===== src/hw/gpp_consts.svh =====
/*
 gpio port constants: pin counts, sample width, reset values.
 assumes inclusion by the port package and top module only.
*/
`ifndef GPP_CONSTS_SVH
`define GPP_CONSTS_SVH
`define GPP_NPINS 16
`define GPP_NANALOG 4
`define GPP_ADC_BITS 12
`define GPP_DIR_RESET 16'h0000
`define GPP_OUT_RESET 16'h0000
`endif


===== src/hw/gpp_pkg.sv =====
/*
 types for the sixteen pin port.
 assumes gpp_consts.svh is on the include path.
*/
`include "gpp_consts.svh"
package gpp_pkg;
  typedef enum logic [1:0] {
    GPP_DIN,
    GPP_DOUT,
    GPP_AIN
  } gpp_mode_e;
  typedef logic [`GPP_NPINS-1:0] gpp_word_t;
  typedef struct packed {
    logic [`GPP_ADC_BITS-1:0] value;
    logic [1:0] chan;
    logic valid;
  } gpp_adc_s;
endpackage : gpp_pkg


===== src/hw/gpp_port.sv =====
/*
 sixteen pin general purpose port: per-pin mode, bus read and write.
 assumes an external converter delivers tagged 12-bit samples and
 pin levels are synchronous to i_clk.
*/
`timescale 1ns/1ps
`default_nettype none
`include "gpp_consts.svh"
module gpp_port
  import gpp_pkg::*;
(
  // clock and reset
  input wire logic i_clk,
  input wire logic i_resetn,
  // single pin control
  input wire logic i_mode_we,
  input wire logic [3:0] i_pin_sel,
  input wire gpp_pkg::gpp_mode_e i_mode,
  input wire logic i_bit_we,
  input wire logic i_bit_val,
  // bus access
  input wire logic i_bus_we,
  input wire gpp_pkg::gpp_word_t i_bus_wdata,
  output var gpp_pkg::gpp_word_t o_bus_rdata,
  // analog samples
  input wire gpp_pkg::gpp_adc_s i_adc,
  output var logic [4*`GPP_ADC_BITS-1:0] o_analog,
  // general_io_pins
  input wire gpp_pkg::gpp_word_t i_general_io_pins,
  output var gpp_pkg::gpp_word_t o_general_io_pins,
  output var gpp_pkg::gpp_word_t o_general_io_pins_oe,
  output var logic [`GPP_NANALOG-1:0] o_analog_en
);
  import gpp_pkg::*;

  gpp_word_t dir_r;
  gpp_word_t out_r;
  gpp_word_t sync1_r;
  gpp_word_t sync2_r;
  logic [`GPP_NANALOG-1:0] ana_r;
  logic [`GPP_ADC_BITS-1:0] samp_r [`GPP_NANALOG];
  gpp_word_t out_nxt;

  // mode per pin; analog request on upper pins falls back to input
  always_ff @(posedge i_clk or negedge i_resetn) begin
    if (!i_resetn) begin
      dir_r <= `GPP_DIR_RESET;
      ana_r <= '0;
    end else if (i_mode_we) begin
      dir_r[i_pin_sel] <= (i_mode == GPP_DOUT);
      if (i_pin_sel < 4'(`GPP_NANALOG)) begin
        ana_r[i_pin_sel[1:0]] <= (i_mode == GPP_AIN);
      end
      // upper pins have no analog flag to set
    end
  end

  always_comb begin
    out_nxt = out_r;
    if (i_bus_we) begin
      out_nxt = i_bus_wdata;
    end
    if (i_bit_we) begin
      out_nxt[i_pin_sel] = i_bit_val;
    end
  end

  // latch is written even while input, so output starts at a known level
  always_ff @(posedge i_clk or negedge i_resetn) begin
    if (!i_resetn) begin
      out_r <= `GPP_OUT_RESET;
    end else begin
      out_r <= out_nxt;
    end
  end

  always_ff @(posedge i_clk or negedge i_resetn) begin
    if (!i_resetn) begin
      sync1_r <= '0;
      sync2_r <= '0;
    end else begin
      sync1_r <= i_general_io_pins;
      sync2_r <= sync1_r;
    end
  end

  always_ff @(posedge i_clk or negedge i_resetn) begin
    if (!i_resetn) begin
      for (int i = 0; i < `GPP_NANALOG; i++) begin
        samp_r[i] <= '0;
      end
    end else if (i_adc.valid && ana_r[i_adc.chan]) begin
      samp_r[i_adc.chan] <= i_adc.value;
    end
  end

  // pin drivers and readback, all registered
  always_ff @(posedge i_clk or negedge i_resetn) begin
    if (!i_resetn) begin
      o_general_io_pins <= '0;
      o_general_io_pins_oe <= '0;
      o_bus_rdata <= '0;
      o_analog <= '0;
      o_analog_en <= '0;
    end else begin
      o_general_io_pins <= out_nxt;
      o_general_io_pins_oe <= dir_r;
      // output pins read back their own latch, input pins the pin
      o_bus_rdata <= (dir_r & out_r) | (~dir_r & sync2_r);
      o_analog_en <= ana_r;
      for (int i = 0; i < `GPP_NANALOG; i++) begin
        o_analog[i*`GPP_ADC_BITS +: `GPP_ADC_BITS] <= samp_r[i];
      end
    end
  end

  property p_oe_follows_dir;
    @(posedge i_clk) disable iff (!i_resetn)
      1 |=> o_general_io_pins_oe == $past(dir_r);
  endproperty
  a_oe_follows_dir: assert property (p_oe_follows_dir)
    else $error("output enable differs from pin direction");

  property p_bus_write;
    @(posedge i_clk) disable iff (!i_resetn)
      i_bus_we && !i_bit_we |=> o_general_io_pins == $past(i_bus_wdata);
  endproperty
  a_bus_write: assert property (p_bus_write)
    else $error("bus write not driven on pins");

  property p_bit_write;
    @(posedge i_clk) disable iff (!i_resetn)
      i_bit_we |=> o_general_io_pins[$past(i_pin_sel)] == $past(i_bit_val);
  endproperty
  a_bit_write: assert property (p_bit_write)
    else $error("single pin write lost");

  property p_upper_no_analog;
    @(posedge i_clk) disable iff (!i_resetn)
      i_mode_we && i_pin_sel >= 4'(`GPP_NANALOG) |=> ana_r == $past(ana_r);
  endproperty
  a_upper_no_analog: assert property (p_upper_no_analog)
    else $error("upper pin changed analog state");

  property p_analog_set;
    @(posedge i_clk) disable iff (!i_resetn)
      i_mode_we && i_mode == GPP_AIN && i_pin_sel < 4'(`GPP_NANALOG)
      |=> ##1 o_analog_en[$past(i_pin_sel[1:0], 2)];
  endproperty
  a_analog_set: assert property (p_analog_set)
    else $error("analog mode not taken");

  // synchroniser still holds reset zeros one edge after release
  property p_input_read;
    @(posedge i_clk) disable iff (!i_resetn)
      $past(i_resetn) |=> ##1
      (o_bus_rdata & ~$past(dir_r)) ==
      ($past(i_general_io_pins, 3) & ~$past(dir_r));
  endproperty
  a_input_read: assert property (p_input_read)
    else $error("input readback wrong");

  property p_sample_held;
    @(posedge i_clk) disable iff (!i_resetn)
      i_adc.valid && ana_r[i_adc.chan] |=> ##1
      o_analog[$past(i_adc.chan, 2)*`GPP_ADC_BITS +: `GPP_ADC_BITS]
      == $past(i_adc.value, 2);
  endproperty
  a_sample_held: assert property (p_sample_held)
    else $error("analog sample not returned");

  property p_reset_inputs;
    @(posedge i_clk) !i_resetn |=> o_general_io_pins_oe == '0;
  endproperty
  a_reset_inputs: assert property (p_reset_inputs)
    else $error("driver enabled after reset");

  property p_reset_modes;
    @(posedge i_clk)
      !i_resetn |=> o_analog_en == '0 && o_general_io_pins == '0;
  endproperty
  a_reset_modes: assert property (p_reset_modes)
    else $error("analog mode or drive level left after reset");

  property p_ain_input;
    @(posedge i_clk) disable iff (!i_resetn)
      i_mode_we && i_mode == GPP_AIN |=> !dir_r[$past(i_pin_sel)];
  endproperty
  a_ain_input: assert property (p_ain_input)
    else $error("analog request left a driver on");

  property p_digital_clears_analog;
    @(posedge i_clk) disable iff (!i_resetn)
      i_mode_we && i_mode != GPP_AIN && i_pin_sel < 4'(`GPP_NANALOG)
      |=> !ana_r[$past(i_pin_sel[1:0])];
  endproperty
  a_digital_clears_analog: assert property (p_digital_clears_analog)
    else $error("digital mode kept analog flag");

  property p_aen_follows;
    @(posedge i_clk) disable iff (!i_resetn)
      1 |=> o_analog_en == $past(ana_r);
  endproperty
  a_aen_follows: assert property (p_aen_follows)
    else $error("analog enable differs from pin mode");

  // refused samples must leave the held reading alone
  property p_sample_refused;
    @(posedge i_clk) disable iff (!i_resetn)
      i_adc.valid && !ana_r[i_adc.chan]
      |=> samp_r[$past(i_adc.chan)] == $past(samp_r[i_adc.chan]);
  endproperty
  a_sample_refused: assert property (p_sample_refused)
    else $error("sample taken on non-analog pin");

  c_bus_write: cover property (@(posedge i_clk) i_bus_we);
  c_analog: cover property (@(posedge i_clk) |o_analog_en);
  c_mixed: cover property (@(posedge i_clk)
    (dir_r != '0) && (dir_r != '1));
  c_sample_taken: cover property (@(posedge i_clk)
    i_adc.valid && ana_r[i_adc.chan]);
  c_bit_over_bus: cover property (@(posedge i_clk)
    i_bus_we && i_bit_we);
endmodule : gpp_port
`default_nettype wire


===== config.mk =====
export PLATFORM = sky130hd
export DESIGN_NAME = gpp_port
export DESIGN_NICKNAME = d
export VERILOG_FILES = /design/src/hw/gpp_pkg.sv /design/src/hw/gpp_port.sv
export VERILOG_INCLUDE_DIRS = /design/src /design/src/hw
export SDC_FILE = /design/constraint.sdc
export NUM_CORES = 1
export LEC_CHECK = 0
export BUFFER_PORTS_ARGS = -buffer_cell sky130_fd_sc_hd__buf_4
export CAP_MARGIN = 20
export CORE_ASPECT_RATIO = 0.75
export CORE_UTILIZATION = 30
export CTS_CLUSTER_SIZE = 10
export DETAILED_ROUTE_END_ITERATION = 7
export GPL_TIMING_DRIVEN = 0
export SYNTH_ARGS = -nofsm -noshare
export SYNTH_HDL_FRONTEND = slang
export SYNTH_SLANG_ARGS = --single-unit

===== constraint.sdc =====
create_clock -name i_clk -period 3.5 [get_ports i_clk]
set_clock_uncertainty 0.2 [all_clocks]
set_input_delay 0.7 -clock i_clk [delete_from_list [all_inputs] [get_ports i_clk]]
set_output_delay 0.7 -clock i_clk [all_outputs]
set_load 0.005 [all_outputs]

==> impl_metrics.json <==
{
  "die_height_um": 132,
  "clkLatencyLatePin_ns": 0.43,
  "gp_congestion": 0.780,
  "slew_viol_final": 0,
  "crit_family": "flip-flops",
  "tns_ns": 0,
  "crit_fanout": 3,
  "yosysSeqAreaShare_pct": 73.7,
  "grt_pass1_wl_mm": 24.2,
  "intPower_uw": 4480,
  "synth_nets": 441,
  "cp.required_ns": 2.60,
  "critPathKind": "reg2out",
  "layout.cells.most_common": "dfrtp_1",
  "vias_per_cell": 4.40,
  "syn_area_per_cell_um2": 17.8,
  "root_buffer": "clkbuf_16",
  "pwr-share-clk_pct": 33.1,
  "wl_mm": 15.3,
  "hold_class": "in2async",
  "seq_power_share_pct": 51.1,
  "slowest_stage": "dfrtp_1",
  "cts.repair.resized": 0,
  "diodes": 0,
  "crit_arrival_ns": 1.02,
  "clock_sinks": 200,
  "rows": 47,
  "nNetsFinal": 616,
  "ctsHoldBuffers": 0,
  "drive_gt1_share_pct": 53.2,
  "path_depth": 1,
  "cts_max_level": 4,
  "initial_core_util_pct": 30.7,
  "p_comb_share_pct": 15.8,
  "fin_crit_sh_pct": 54.7,
  "cts_buffer_depth": 2,
  "tightest_slew_ns": 0.631,
  "syn-cell-area_mm2": 0.00679,
  "fmax_mhz": 522,
  "coreArea_mm2": 0.0221,
  "grt_overflow": 0,
  "cts_buffers": 17,
  "fillers": 2083,
  "die_area_mm2": 0.0232,
  "dpl.hpwl_mm": 11.0,
  "grt_pass1_vias": 4216,
  "wire_per_inst_um": 17.7,
  "p_leak_uw": 0.00430,
  "syn-instance-count": 382,
  "synth-seq-cells": 200,
  "grt_max_degree": 117,
  "ioPinCount": 159,
  "worstRegToRegCells": 3,
  "p_switching_uw": 1470,
  "cp_num_buf_inv": 1,
  "yosysWarnings": 0,
  "ant_nets": 0,
  "dr.pass1.iters": 4,
  "cts_tree": "yes",
  "final-setup-viol-count": 0,
  "rsz0062_at_grt": "false",
  "grt_antenna_before_repair": 0,
  "start_kind": "flip-flop",
  "post_synth_num_cell_types": 31,
  "path_clk_slew_ns": 0.08,
  "worstPathCellList": "buf_4",
  "portBuffers": 155,
  "vias": 3801,
  "peakVddDrop_uv": 316,
  "post-route-drc-count": 0,
  "crit_path_max_incr_delay_ns": 0.43,
  "critPathCaptureType": "output pin",
  "hold_viol": 0,
  "relSlewSlack_pct": 58.0,
  "fp.dieW_um": 176,
  "cap_violations": 0,
  "grt.total_usage_pct": 14.0,
  "cts_setup_buffers": 0,
  "area_growth_syn_to_layout_pct": 31.8,
  "layout_min_cycle_time_ns": 1.92,
  "p_per_area_mw_per_mm2": 666,
  "final_cell_mix": "dfrtp_1, buf_4, mux2_2",
  "p_sw_share_pct": 24.7,
  "holdWs_ns": 0.0421,
  "status": "finished clean",
  "first_iter_violations": 122
}
==> cells in the mapped netlist (all sizes together) <==
library cell | instances | area share (%)
a31oi | 1 | 0.092
a41o | 1 | 0.15
and4bb | 1 | 0.18
buf | 11 | 1.3
clkbuf | 3 | 0.17
dfrtp | 200 | 74
mux2 | 96 | 16
mux2i | 10 | 1.5
nand2 | 2 | 0.15
nand2b | 4 | 0.59
nand3 | 3 | 0.48
nand3b | 4 | 0.81
nand4 | 2 | 0.18
nand4b | 6 | 0.77
nor2 | 11 | 0.85
nor2b | 2 | 0.18
nor3 | 6 | 0.74
nor4b | 1 | 0.35
o21ai | 9 | 0.66
o31a | 9 | 1.2
==> power groups by stage <==
| stage | Clock [uW] | Combinational [uW] | Sequential (uW) |
|---|---|---|---|
| CTS | 2040 | 962 | 3060 |
| global route | 2140 | 1020 | 3110 |
| global placement | 0 | 931 | 3070 |
| finish | 1970 | 939 | 3050 |
| floorplan | 0 | 321 | 3050 |
| detailed placement | 0 | 959 | 3100 |
==> metal layers <==
layer / wire [um] / track usage (%) / up-vias
met5: 0 / 0 / -
met4: 244 / 5.17 / 0
met3: 555 / 3.17 / 15
met2: 7420 / 21.8 / 94
met1: 7050 / 19.2 / 2003
li1: - / - / 1689
==> flip-flops by register name, summed over array words and instances (netlist names) <==
register / flops
ana_r: 4
dir_r: 16
o_analog: 48
o_analog_en: 4
o_bus_rdata: 16
o_general_io_pins_oe: 16
out_r: 16
samp_r: 48
sync1_r: 16
sync2_r: 16
==> stage by stage <==
step | instances | area (um^2) | power (uW) | util (%) | worst slack (ns)
finish | 864 | 8950 | 5960 | 40.5 | 1.58
global route | 864 | 8950 | 6260 | 40.5 | 1.52
CTS | 864 | 8950 | 6050 | 40.5 | 1.55
global placement | 831 | 8320 | 4010 | 37.6 | 0.325
floorplan | 382 | 6790 | 3370 | - | 1.68
detailed placement | 832 | 8360 | 4060 | 37.8 | 1.25
==> kinds of logic after synthesis <==
group	synth area share (%)
compound gates	2.06
simple gates	5.29
buf+inv	1.42
flops	73.7
mux	17.5
==> worst paths after layout <==
| path | startpoint | endpoint | slack [ns] |
|---|---|---|---|
| min in group i_clk | sync1_r[8]$_DFF_PN0_ | sync2_r[8]$_DFF_PN0_ | 0.15 |
| max | out_r[1]$_DFF_PN0_ | o_general_io_pins[1] | 1.58 |
| min reg2reg | sync1_r[8]$_DFF_PN0_ | sync2_r[8]$_DFF_PN0_ | 0.15 |
| min | i_resetn | o_analog[46]$_DFF_PN0_ | 0.04 |
| max reg2reg | ana_r[3]$_DFFE_PN0P_ | samp_r[6]$_DFFE_PN0P_ | 1.78 |
| max in group asynchronous | i_resetn | out_r[12]$_DFF_PN0_ | 2.10 |
==> layout make-up <==
cell class                      count  area (um^2)  area share, %
Buffer                             14         96.3           1.08
Clock buffer                       17          425           4.75
Clock inverter                     15          166           1.86
Multi-Input combinational cell    168         1690           18.9
Sequential cell                   200         5000           55.9
Tap cell                          294          368           4.11
Timing Repair Buffer              156         1200           13.4
(Power assumes the default switching activity.)
